[config.mk]
export PLATFORM = sky130hd
export DESIGN_NAME = timer_compare_counter_quirks
export DESIGN_NICKNAME = d
export VERILOG_FILES = /design/src/design/tcq_pkg.sv /design/src/design/tcq_channel.sv /design/src/design/timer_compare_counter_quirks.sv
export SDC_FILE = /design/constraint.sdc
export NUM_CORES = 1
export LEC_CHECK = 0
export ABC_CLOCK_PERIOD_IN_PS = 2900
export BUFFER_PORTS_ARGS = -buffer_cell sky130_fd_sc_hd__buf_4
export CAP_MARGIN = 20
export CORE_MARGIN = 4
export CORE_UTILIZATION = 50
export CTS_CLUSTER_DIAMETER = 200
export CTS_CLUSTER_SIZE = 28
export DETAILED_ROUTE_END_ITERATION = 10
export PLACE_DENSITY_LB_ADDON = 0.25
export SLEW_MARGIN = 40
export SYNTH_ARGS = -nofsm -noshare
export SYNTH_HDL_FRONTEND = slang
export SYNTH_SLANG_ARGS = --single-unit
[constraint.sdc]
create_clock -name core_clk -period 2.9 [get_ports core_clk]
set_clock_uncertainty 0.05 [all_clocks]
set_input_delay 0.58 -clock core_clk [delete_from_list [all_inputs] [get_ports core_clk]]
set_output_delay 0.58 -clock core_clk [all_outputs]
set_load 0.005 [all_outputs]
[src/design/tcq_pkg.sv]
package tcq_pkg;
    localparam int CNT_W = 16;
    localparam int CH_N = 2;

    // clock source select codes
    localparam logic [1:0] SRC_EXT = 2'h0;
    localparam logic [1:0] SRC_AUX = 2'h1;
    localparam logic [1:0] SRC_SUB = 2'h2;
    localparam logic [1:0] SRC_INV = 2'h3;

    // control word field positions
    localparam int CTL_W = 16;
    localparam int CTL_CLR_BIT = 2;
    localparam int CTL_RUN_BIT = 4;
    localparam int CTL_DIV_LO = 6;
    localparam int CTL_DIV_HI = 7;
    localparam int CTL_SRC_LO = 8;
    localparam int CTL_SRC_HI = 9;
    localparam logic [15:0] CTL_RESET = 16'h0000;

    localparam int VEC_W = 4;
    localparam logic [3:0] VEC_NONE = 4'h0;
    // value left behind in the vector after a watchdog hit mid-update
    localparam logic [3:0] VEC_GARBLE = 4'hE;
    localparam logic [15:0] CTL_GARBLE = 16'h0310;

    localparam logic [2:0] PRESCALE_W0 = 3'h0;

    typedef enum logic [1:0] {
        PH_CLEARED = 2'b00,
        PH_RUNNING = 2'b01
    } tcq_phase_t;
endpackage : tcq_pkg

[src/design/tcq_channel.sv]
`timescale 1ns/1ps
`default_nettype none
module tcq_channel (
    input  wire logic                        core_clk,
    input  wire logic                        nrst,
    input  wire logic                        wrValue,
    input  wire logic [tcq_pkg::CNT_W-1:0]   wrData,
    input  wire logic                        captureMode,
    input  wire logic                        countStep,
    input  wire logic [tcq_pkg::CNT_W-1:0]   counterValue,
    input  wire logic [tcq_pkg::CNT_W-1:0]   counterNext,
    input  wire logic                        flagClear,
    output logic                             flag_reg,
    output logic [tcq_pkg::CNT_W-1:0]        value_reg,
    output logic                             busy_reg
);
    logic suppress_reg;
    logic hit;

    // match on the value the counter is about to take
    assign hit = countStep && !captureMode && (counterNext == value_reg) && !suppress_reg;

    always_ff @(posedge core_clk) begin
        if (!nrst) begin
            value_reg <= '0;
            busy_reg  <= 1'b0;
        end else begin
            busy_reg <= wrValue;
            if (wrValue) begin
                value_reg <= wrData;
            end
        end
    end

    // raising the value by one while the counter equals it silently drops the next match
    always_ff @(posedge core_clk) begin
        if (!nrst) begin
            suppress_reg <= 1'b0;
        end else if (countStep) begin
            suppress_reg <= 1'b0;
        end else if (wrValue && !captureMode && counterValue == value_reg
                     && wrData == value_reg + 16'h0001) begin
            suppress_reg <= 1'b1; // see RL1
        end
    end

    always_ff @(posedge core_clk) begin
        if (!nrst) begin
            flag_reg <= 1'b0;
        end else if (hit) begin
            flag_reg <= 1'b1; // see RL8
        end else if (flagClear) begin
            flag_reg <= 1'b0;
        end
    end

    a_match_sets_flag: assert property (@(posedge core_clk) disable iff (!nrst) // see RL8
        hit |=> flag_reg)
        else $error("compare match did not set flag");

    a_raise_drops_match: assert property (@(posedge core_clk) disable iff (!nrst) // see RL1
        (suppress_reg && countStep && !flag_reg) |=> !flag_reg)
        else $error("raised compare value still matched");
endmodule : tcq_channel
`default_nettype wire

[src/design/timer_compare_counter_quirks.sv]
// Operation
// RL1: raising compare by one before next count drops the following match
// RL2: software switches channel to capture around compare advances
// RL3: first count after any clear comes on first source edge
// RL4: later counts follow the divider ratio
// RL5: watchdog reset during compare update may corrupt control and vector
// RL6: software rewrites control with a full word after such a reset
// RL7: full control write clears the interrupt vector
// RL8: compare match sets the channel flag
`timescale 1ns/1ps
`default_nettype none
module timer_compare_counter_quirks (
    input  wire logic                        core_clk,
    input  wire logic                        nrst,
    input  wire logic                        extClkPin,
    input  wire logic                        auxClkPin,
    input  wire logic                        subClkPin,
    input  wire logic                        watchdogReset,
    input  wire logic                        ctlWrite,
    input  wire logic                        ctlBitSet,
    input  wire logic                        ctlBitClr,
    input  wire logic [15:0]                 ctlData,
    input  wire logic [1:0]                  chWrite,
    input  wire logic [15:0]                 chData,
    input  wire logic [1:0]                  chCapture,
    input  wire logic [1:0]                  flagClear,
    input  wire logic                        vecRead,
    output logic [15:0]                      timerControlWord,
    output logic [15:0]                      counterValue,
    output logic [3:0]                       timerIrqVector,
    output logic [1:0]                       compareFlag,
    output logic [15:0]                      chValue0,
    output logic [15:0]                      chValue1
);
    logic [1:0]  extSync_reg, auxSync_reg, subSync_reg;
    logic [15:0] ctl_reg;
    logic [15:0] cnt_reg;
    logic [15:0] cnt_next;
    logic [2:0]  pre_reg;
    logic [3:0]  vec_reg;
    logic        srcLast_reg;
    tcq_pkg::tcq_phase_t phase_reg;
    logic        srcLvl, srcRise, countStep, clearReq, anyBusy;
    logic [1:0]  flagW, busyW;
    logic [15:0] valW [2];
    logic [1:0]  divSel;
    logic [2:0]  preMax;

    function automatic logic [2:0] div_max(input logic [1:0] sel);
        case (sel)
            2'h0: div_max = 3'h0;
            2'h1: div_max = 3'h1;
            2'h2: div_max = 3'h3;
            default: div_max = 3'h7;
        endcase
    endfunction : div_max

    // two-stage synchronisers, bit 1 is the usable copy
    always_ff @(posedge core_clk) begin
        if (!nrst) begin
            extSync_reg <= 2'h0;
            auxSync_reg <= 2'h0;
            subSync_reg <= 2'h0;
        end else begin
            extSync_reg <= {extSync_reg[0], extClkPin};
            auxSync_reg <= {auxSync_reg[0], auxClkPin};
            subSync_reg <= {subSync_reg[0], subClkPin};
        end
    end

    always_comb begin
        case (ctl_reg[tcq_pkg::CTL_SRC_HI:tcq_pkg::CTL_SRC_LO])
            tcq_pkg::SRC_EXT: srcLvl = extSync_reg[1];
            tcq_pkg::SRC_AUX: srcLvl = auxSync_reg[1];
            tcq_pkg::SRC_SUB: srcLvl = subSync_reg[1];
            default:          srcLvl = ~extSync_reg[1];
        endcase
    end

    assign divSel   = ctl_reg[tcq_pkg::CTL_DIV_HI:tcq_pkg::CTL_DIV_LO];
    assign preMax   = div_max(divSel);
    assign srcRise  = srcLvl && !srcLast_reg;
    assign clearReq = ctlWrite && ctlData[tcq_pkg::CTL_CLR_BIT];
    // first edge after clear counts at once, later edges wait for divider
    assign countStep = ctl_reg[tcq_pkg::CTL_RUN_BIT] && srcRise && !clearReq
                       && (phase_reg == tcq_pkg::PH_CLEARED || pre_reg == preMax); // see RL3 see RL4
    assign cnt_next = cnt_reg + 16'h0001;
    assign anyBusy  = |busyW;

    always_ff @(posedge core_clk) begin
        if (!nrst) begin
            srcLast_reg <= 1'b0;
        end else begin
            srcLast_reg <= srcLvl;
        end
    end

    always_ff @(posedge core_clk) begin
        if (!nrst || clearReq) begin
            cnt_reg   <= 16'h0000;
            pre_reg   <= tcq_pkg::PRESCALE_W0;
            phase_reg <= tcq_pkg::PH_CLEARED;
        end else if (ctl_reg[tcq_pkg::CTL_RUN_BIT] && srcRise) begin
            case (phase_reg)
                tcq_pkg::PH_CLEARED: begin
                    cnt_reg   <= cnt_next; // see RL3
                    phase_reg <= tcq_pkg::PH_RUNNING;
                end
                tcq_pkg::PH_RUNNING: begin
                    if (pre_reg == preMax) begin
                        pre_reg <= tcq_pkg::PRESCALE_W0;
                        cnt_reg <= cnt_next; // see RL4
                    end else begin
                        pre_reg <= pre_reg + 3'h1;
                    end
                end
                default: phase_reg <= tcq_pkg::PH_CLEARED;
            endcase
        end
    end

    // control word: watchdog hit during a compare update garbles it
    always_ff @(posedge core_clk) begin
        if (!nrst) begin
            ctl_reg <= tcq_pkg::CTL_RESET;
        end else if (watchdogReset) begin
            ctl_reg <= anyBusy ? (ctl_reg ^ tcq_pkg::CTL_GARBLE) : tcq_pkg::CTL_RESET; // see RL5
        end else if (ctlWrite) begin
            ctl_reg <= ctlData & ~(16'h0001 << tcq_pkg::CTL_CLR_BIT); // see RL6
        end else if (ctlBitSet) begin
            ctl_reg <= ctl_reg | (ctlData & ~(16'h0001 << tcq_pkg::CTL_CLR_BIT));
        end else if (ctlBitClr) begin
            ctl_reg <= ctl_reg & ~ctlData;
        end
    end

    // vector: lowest-numbered pending channel, garbled by watchdog mid-update, wiped by full write
    always_ff @(posedge core_clk) begin
        if (!nrst) begin
            vec_reg <= tcq_pkg::VEC_NONE;
        end else if (watchdogReset) begin
            vec_reg <= anyBusy ? tcq_pkg::VEC_GARBLE : tcq_pkg::VEC_NONE; // see RL5
        end else if (ctlWrite) begin
            vec_reg <= tcq_pkg::VEC_NONE; // see RL7
        end else if (vecRead) begin
            vec_reg <= tcq_pkg::VEC_NONE;
        end else if (flagW[0]) begin
            vec_reg <= 4'h2;
        end else if (flagW[1]) begin
            vec_reg <= 4'h4;
        end
    end

    for (genvar i = 0; i < tcq_pkg::CH_N; i++) begin : g_ch
        tcq_channel u_ch (
            .core_clk     (core_clk),
            .nrst         (nrst && !watchdogReset),
            .wrValue      (chWrite[i]),
            .wrData       (chData),
            .captureMode  (chCapture[i]), // see RL2
            .countStep    (countStep),
            .counterValue (cnt_reg),
            .counterNext  (cnt_next),
            .flagClear    (flagClear[i] || (vecRead && vec_reg == 4'(2 * (i + 1)))),
            .flag_reg     (flagW[i]),
            .value_reg    (valW[i]),
            .busy_reg     (busyW[i])
        );
    end

    always_ff @(posedge core_clk) begin
        if (!nrst) begin
            timerControlWord <= 16'h0000;
            counterValue     <= 16'h0000;
            timerIrqVector   <= 4'h0;
            compareFlag      <= 2'h0;
            chValue0         <= 16'h0000;
            chValue1         <= 16'h0000;
        end else begin
            timerControlWord <= ctl_reg;
            counterValue     <= cnt_reg;
            timerIrqVector   <= vec_reg;
            compareFlag      <= flagW;
            chValue0         <= valW[0];
            chValue1         <= valW[1];
        end
    end

    // control, vector and counter checks
    a_full_write_clears: assert property (@(posedge core_clk) disable iff (!nrst) // see RL7
        (ctlWrite && !watchdogReset) |=> vec_reg == tcq_pkg::VEC_NONE)
        else $error("vector not cleared");

    a_first_count_fast: assert property (@(posedge core_clk) disable iff (!nrst) // see RL3
        (phase_reg == tcq_pkg::PH_CLEARED && ctl_reg[tcq_pkg::CTL_RUN_BIT] && srcRise && !clearReq)
        |=> cnt_reg == 16'h0001)
        else $error("first count not immediate");

    a_clear_zeroes: assert property (@(posedge core_clk) disable iff (!nrst) // see RL3
        clearReq |=> cnt_reg == 16'h0000)
        else $error("clear did not zero counter");

    a_divider_holds: assert property (@(posedge core_clk) disable iff (!nrst) // see RL4
        (ctl_reg[tcq_pkg::CTL_RUN_BIT] && srcRise && !clearReq && phase_reg == tcq_pkg::PH_RUNNING
         && pre_reg != preMax) |=> cnt_reg == $past(cnt_reg))
        else $error("counter stepped before divider end");

    a_divider_counts: assert property (@(posedge core_clk) disable iff (!nrst) // see RL4
        (ctl_reg[tcq_pkg::CTL_RUN_BIT] && srcRise && !clearReq && phase_reg == tcq_pkg::PH_RUNNING
         && pre_reg == preMax) |=> cnt_reg == $past(cnt_reg) + 16'h0001)
        else $error("counter missed divider end");

    a_stopped_holds: assert property (@(posedge core_clk) disable iff (!nrst) // see RL4
        (!ctl_reg[tcq_pkg::CTL_RUN_BIT] && !clearReq) |=> cnt_reg == $past(cnt_reg))
        else $error("stopped counter moved");

    a_watchdog_idle: assert property (@(posedge core_clk) disable iff (!nrst) // see RL5
        (watchdogReset && !anyBusy) |=> (ctl_reg == tcq_pkg::CTL_RESET && vec_reg == tcq_pkg::VEC_NONE))
        else $error("idle watchdog reset left control or vector");

    a_watchdog_garble: assert property (@(posedge core_clk) disable iff (!nrst) // see RL5
        (watchdogReset && anyBusy) |=> vec_reg == tcq_pkg::VEC_GARBLE)
        else $error("busy watchdog reset did not garble vector");
endmodule : timer_compare_counter_quirks
`default_nettype wire

; ---- Word-level counts from Yosys, hierarchy flattened
; Cells that the tools add are included.
[totals]
reg_bits = 156
input_bits = 48
output_inout_bits = 70
wordCells = 118
[op_classes]
addsub = 4
eq_ne = 16
mux = 21
bitwise_logic = 7
n_reduce_logical = 46
[op_table]
columns = operator, count
row1 = $eq 16x16->1, 6
row2 = $mux 16, 6
row3 = $add 16x1->16 const B, 3
row4 = $pmux 16 s2, 1
row5 = $mux 4, 6
row6 = $logic_and 1x1->1, 20
row7 = $and 16x16->16, 1
row8 = $not 16->16, 1
row9 = $or 16x16->16, 1
row10 = $pmux 3 s3, 1
row11 = $logic_not 1->1, 8
row12 = $eq 2x1->1 const B, 3
row13 = $logic_not 2->1, 3
row14 = $reduce_and 2->1, 3
row15 = $reduce_bool 2->1, 3
row16 = $reduce_bool 5->1, 1
row17 = $eq 2x2->1 const B, 2
row18 = $eq 4x2->1 const B, 1
row19 = $eq 4x3->1 const B, 1
row20 = $logic_or 1x1->1, 4
row21 = $mux 1, 4
row22 = $ne 2x2->1 const B, 2
row23 = $pmux 2 s2, 1
row24 = $reduce_bool 4->1, 1
row25 = other kinds (8), 11

; ---- Longest topological paths before layout
[depth]
word_depth = 10
depth_mapped = 9
mapped_depth_nobuf = 8

; ---- Cells and area by module
; A second synthesis with hierarchy kept.
[unflattened]
cells_unflattened = 797
hier_area_um2 = 7612.3
[by_module_without_submodules]
columns = mod, instances, cells_per_inst, area_each_um2, seq_area_each_um2
row1 = timer_compare_counter_quirks, 1, 413, 4161.5, 2302.2
row2 = tcq_channel, 2, 192, 1725.4, 380.4

; ---- Worst setup path after synthesis
; No wires, ideal clock.
[synth_path]
path_kind = in2reg
startpoint = input port chData[8]
endpoint = register g_ch[1].u_ch.suppress_reg
setup_time_ns = 0.087
t_arrival_ns = 2.164
required_ns = 2.763
slack_ns = 0.599
stages = 8
n_path_buf = 1
path_cell_list = clkbuf_1 > xnor2_2 > xnor2_1 > o32a_1 > o211a_1 > a2111oi_0 > o2111ai_1 > o31ai_1
[synth_via]
elab_chain_len = 2
[synth_rtl]
columns = item, line
row1 = from (decl), timer_compare_counter_quirks.sv:24  ; input wire logic [15:0] chData,
row2 = $eq 16x16->1, tcq_channel.sv:42  ; && wrData == value_reg + 16'h0001) begin
row3 = $logic_and 1x1->1, tcq_channel.sv:42
row4 = to (signal assigned), tcq_channel.sv:38  ; suppress_reg <= 1'b0;
row5 = to (signal assigned), tcq_channel.sv:40  ; suppress_reg <= 1'b0;
row6 = to (signal assigned), tcq_channel.sv:43  ; suppress_reg <= 1'b1;
row7 = to (decl), tcq_channel.sv:17  ; logic suppress_reg;
; Every way passes these cells.
; A chain may end at the register's enable or synchronous reset.

; ---- Worst setup path after layout
[layout_path]
startpoint = register cnt_reg[4]
endpoint = register g_ch[0].u_ch.flag_reg
[layout_via]
elab_chain_len = 5
word_cells_on_any_way = 6
cone_classes = add/sub: 1 / eq/ne: 1 / mux: 1 / reduce/logical: 3
[layout_rtl]
columns = item, line
row1 = from (decl), timer_compare_counter_quirks.sv:37  ; logic [15:0] cnt_reg;
row2 = from (signal assigned), timer_compare_counter_quirks.sv:106  ; cnt_reg <= cnt_next;
row3 = from (signal assigned), timer_compare_counter_quirks.sv:112  ; cnt_reg <= cnt_next;
row4 = $add 16x1->16 (*), timer_compare_counter_quirks.sv:87  ; assign cnt_next = cnt_reg + 16'h0001;
row5 = $eq 16x16->1 (*), tcq_channel.sv:21  ; assign hit = countStep && !captureMode && (counterNext == value_reg) && !suppress_reg;
row6 = $logic_and 1x1->1 (*) (2 in a row), tcq_channel.sv:21
row7 = $mux 1 / $reduce_bool 2->1 (equally long branches), n/a
row8 = to (signal assigned), tcq_channel.sv:49  ; flag_reg <= 1'b0;
row9 = to (signal assigned), tcq_channel.sv:51  ; flag_reg <= 1'b1;
row10 = to (signal assigned), tcq_channel.sv:53  ; flag_reg <= 1'b0;
row11 = to (decl), tcq_channel.sv:13  ; output logic flag_reg,
; Mark *: on every way between the ends. The rest lies on a longest branch, timed or not.

==> results.md <==
| Result | Reported |
|---|---|
| Status | finished, final reports clean |
| Clock latency on the worst-skew pair | 0.43 ns |
| First-pass GRT wire length | 32000 microns |
| Global-route usage over all layers | 0.243 |
| Fmax | 378 MHz |
| Area of the mapped netlist | 7390 sq um |
| Highest fanout seen on the critical path | 12 |
| Worst setup path class | reg -> reg |
| Switching part of the total | 0.254 |
| Final max-slew violation count | 0 |
| Number of nets still failing antenna checks after routing | 0 |
| Depth of the CTS H-tree | 4 |
| Slew of the pin with the lowest slew margin | 0.710 ns |
| Register bit count reported by yosys | 153 |
| Endpoint type of the worst setup path | flop |
| Sort of element at the start of the critical path | flop |
| Final weighted congestion in routability-driven placement | 0.943 |
| TritonCTS clock tree | built |
| Pwr Density | 542 nW/um^2 |
| CTS Root Cell | clkbuf_16 |
| Total number of vias | 6365 |
| Total of max-cap violations | 0 |
| Std-Cell Core Area | 14500 sq um |
| DRC Markers | 0 |
| Count of endpoints failing hold in the final timing report | 0 |
| R2R cell count | 7 |
| Number of standard-cell rows in the floorplan | 44 |
| Number of flops mapped to enable cells by yosys | 0 |
| Comb power frac | 0.087 |
| Synth cell count leaders | dfxtp_1, nor2_1, and2_1 |
| Worst Path Required | 3.23 ns |
| Pin count of the biggest net entering global routing | 46 |
| Max Root-Sink Buffers | 2 |
| Portion of total power attributed to sequential cells | 0.448 |
| Yosys warning total | 0 |
| Die Wd | 130 microns |
| Beginning of the critical path | cnt_reg[4]$_SDFFE_PP0P_ |
| Final Instance Area | 9050 sq um |
| DPL Wire Length | 14200 microns |
| Number of detailed-routing iterations run before antenna repair | 5 |
| Clock buffers created by TritonCTS | 17 |
| Largest area contributor in the netlist | dfxtp_1 |
| Leakage power of the design | 3.82 nW |
| Portion of the post-synthesis area used by sequential elements | 0.414 |
| Mapped Cells | 843 |
| Fin cells | 1136 |
| Proportion of layout cells with a drive suffix above 1 | 0.200 |
| Average size of a mapped cell | 8.77 sq um |
| DR WL/cell | 17.4 microns |
| Start of the worst register-to-register path | cnt_reg[4]$_SDFFE_PP0P_ |
| Final setup violating endpoints | 0 |
| Cts hold-fix bufs | 0 |
| Total Wirelength | 19800 microns |
| Global route overflow | 0 |
| Number of different library cells in the post-synthesis netlist | 66 |
| Number of nets produced by synthesis | 895 |
| Utilization after layout | 0.623 |
| Count of fill cells added during filler insertion | 1304 |
| Height of the die | 130 microns |
| Initial drt markers | 521 |
| Internal power | 3.66 mW |
| Most common flop cell mapped by yosys | dfxtp_1 |
| Max reg flops | 32 |
| IO Port Bufs | 116 |
| Number of global-route vias before repair | 6057 |
| Clock network fraction of total power | 0.466 |
| Clock-pin slew on the worst setup and hold paths | 0.06 ns |
| Worst supply voltage drop on vdd | 0.448 mV |
| Switching power total | 1.25 mW |
| Die ar. | 16800 sq um |
| Clock Sink Count | 153 |
| Final total negative setup slack | 0 ns |
| Antenna violations before repair | 0 |
| Setup slack of the most critical reg-to-reg path | 0.25 ns |
| Async SR Flop Fraction | 0 |
| Number of antenna repair diodes | 0 |
| Headroom to the max-slew limit | 0.526 |
| Path category of the worst min-delay check | in -> reg |
| Area growth from synthesis to final layout | 22.4% |
| Post-cts resize count | 0 |
| Worst reg2reg path endpoint | g_ch[0].u_ch.flag_reg$_SDFFE_PN0P_ |
| WP data arrival | 2.98 ns |
| Final critical-path share of the clock period | 0.913 |
| Library cell with the highest instance count after synthesis | dfxtp_1 |
| Most area-consuming cells after synthesis | dfxtp_1, xnor2_1, and2_1 |
| Area fraction of the dominant cell type after synthesis | 0.414 |
| Crit path time final | 2.65 ns |
| Critical path capture point | g_ch[0].u_ch.flag_reg$_SDFFE_PN0P_ |
| Placed cells | 1104 |
| RSZ-0062 raised after global routing | false |
| Final layout net count | 991 |
| IO Pins | 118 |
| Placed Instance Area | 8440 sq um |
| Ratio of routed vias to standard cells | 5.60 |
| Post-CTS Setup Inserts | 0 |
| Initial Util | 0.509 |
[metrics by stage]
| step | hold slack, ns | power (mW) | worst slack, ns |
|---|---|---|---|
| 4_1_cts | 0.294 | 4.93 | 0.287 |
| 2_1_floorplan | 0.362 | 2.49 | 0.599 |
| 3_3_place_gp | 0.371 | 2.66 | 0.289 |
| 3_5_place_dp | 0.369 | 2.66 | 0.312 |
| 6_report | 0.307 | 4.90 | 0.253 |
| 5_1_grt | 0.290 | 5.07 | 0.0259 |
[metal layers]
metal | up-vias | part of all wire | track usage
li1 | 3106 | - | -
met1 | 3016 | 0.45 | 0.329
met2 | 205 | 0.47 | 0.384
met3 | 38 | 0.060 | 0.0540
met4 | 0 | 0.023 | 0.0868
met5 | - | 0 | 0
[cell families after synthesis]
group / count (synthesis) / share of synthesized area
other: 1 / 0.000507
muxes: 42 / 0.0570
AOI/OAI and AO/OA: 136 / 0.124
and+or+nand+nor: 324 / 0.234
DFF: 153 / 0.414
buffers and inverters: 83 / 0.0442
xor gates and xnor gates: 100 / 0.120
adders and majority gates: 4 / 0.00677
[area by class of cell]
class | count | area, sq um | area share
clock buffer | 17 | 425 | 0.0470
clock inverter | 15 | 180 | 0.0199
inverter | 15 | 56.3 | 0.00622
multi-input combinational | 607 | 4010 | 0.443
sequential | 153 | 3060 | 0.338
tap | 184 | 230 | 0.0254
timing repair buffer | 145 | 1090 | 0.120
[critical path: stages (launching register included)]
cell       delay [ns]
dfxtp_1          0.62
nand4_1          0.33
nand2b_1         0.42
a211oi_1         0.36
a21o_1           0.17
o2111ai_1        0.14
a2111oi_0        0.29
a31o_2           0.20
[power groups by stage]
stage	Clock, mW	Combinational (mW)	Sequential [mW]
after floorplan	0	0.265	2.22
after global routing	2.40	0.467	2.20
after CTS	2.32	0.424	2.19
after detailed placement	0	0.421	2.24
after global placement	0	0.417	2.24
final	2.28	0.425	2.19
[cell usage in the layout, fill, tap and decap left out, types with 16 or more instances in the layout]
cell       instances
mux2i_1           41
nand3_1           17
buf_4            145
nand4_1           16
and2_1            80
clkbuf_16         17
xor2_1            40
dfxtp_1          153
o21ai_0           36
nor2_1            80
nor3_1            26
nand2_1           40
a21oi_1           27
xnor2_1           59
[how the worst min path moves through the flow]
stage / from / end / slack [ns] / cells past startpoint
2_1_floorplan: auxSync_reg[0]$_SDFF_PN0_ / auxSync_reg[1]$_SDFF_PN0_ / 0.36 / 1
3_3_place_gp: subSync_reg[0]$_SDFF_PN0_ / subSync_reg[1]$_SDFF_PN0_ / 0.37 / 1
3_5_place_dp: subSync_reg[0]$_SDFF_PN0_ / subSync_reg[1]$_SDFF_PN0_ / 0.37 / 1
4_1_cts: extClkPin / extSync_reg[0]$_SDFF_PN0_ / 0.29 / 2
5_1_grt: extClkPin / extSync_reg[0]$_SDFF_PN0_ / 0.29 / 2
6_report: extClkPin / extSync_reg[0]$_SDFF_PN0_ / 0.31 / 2
No activity file was read; power rests on OpenSTA's default activity.
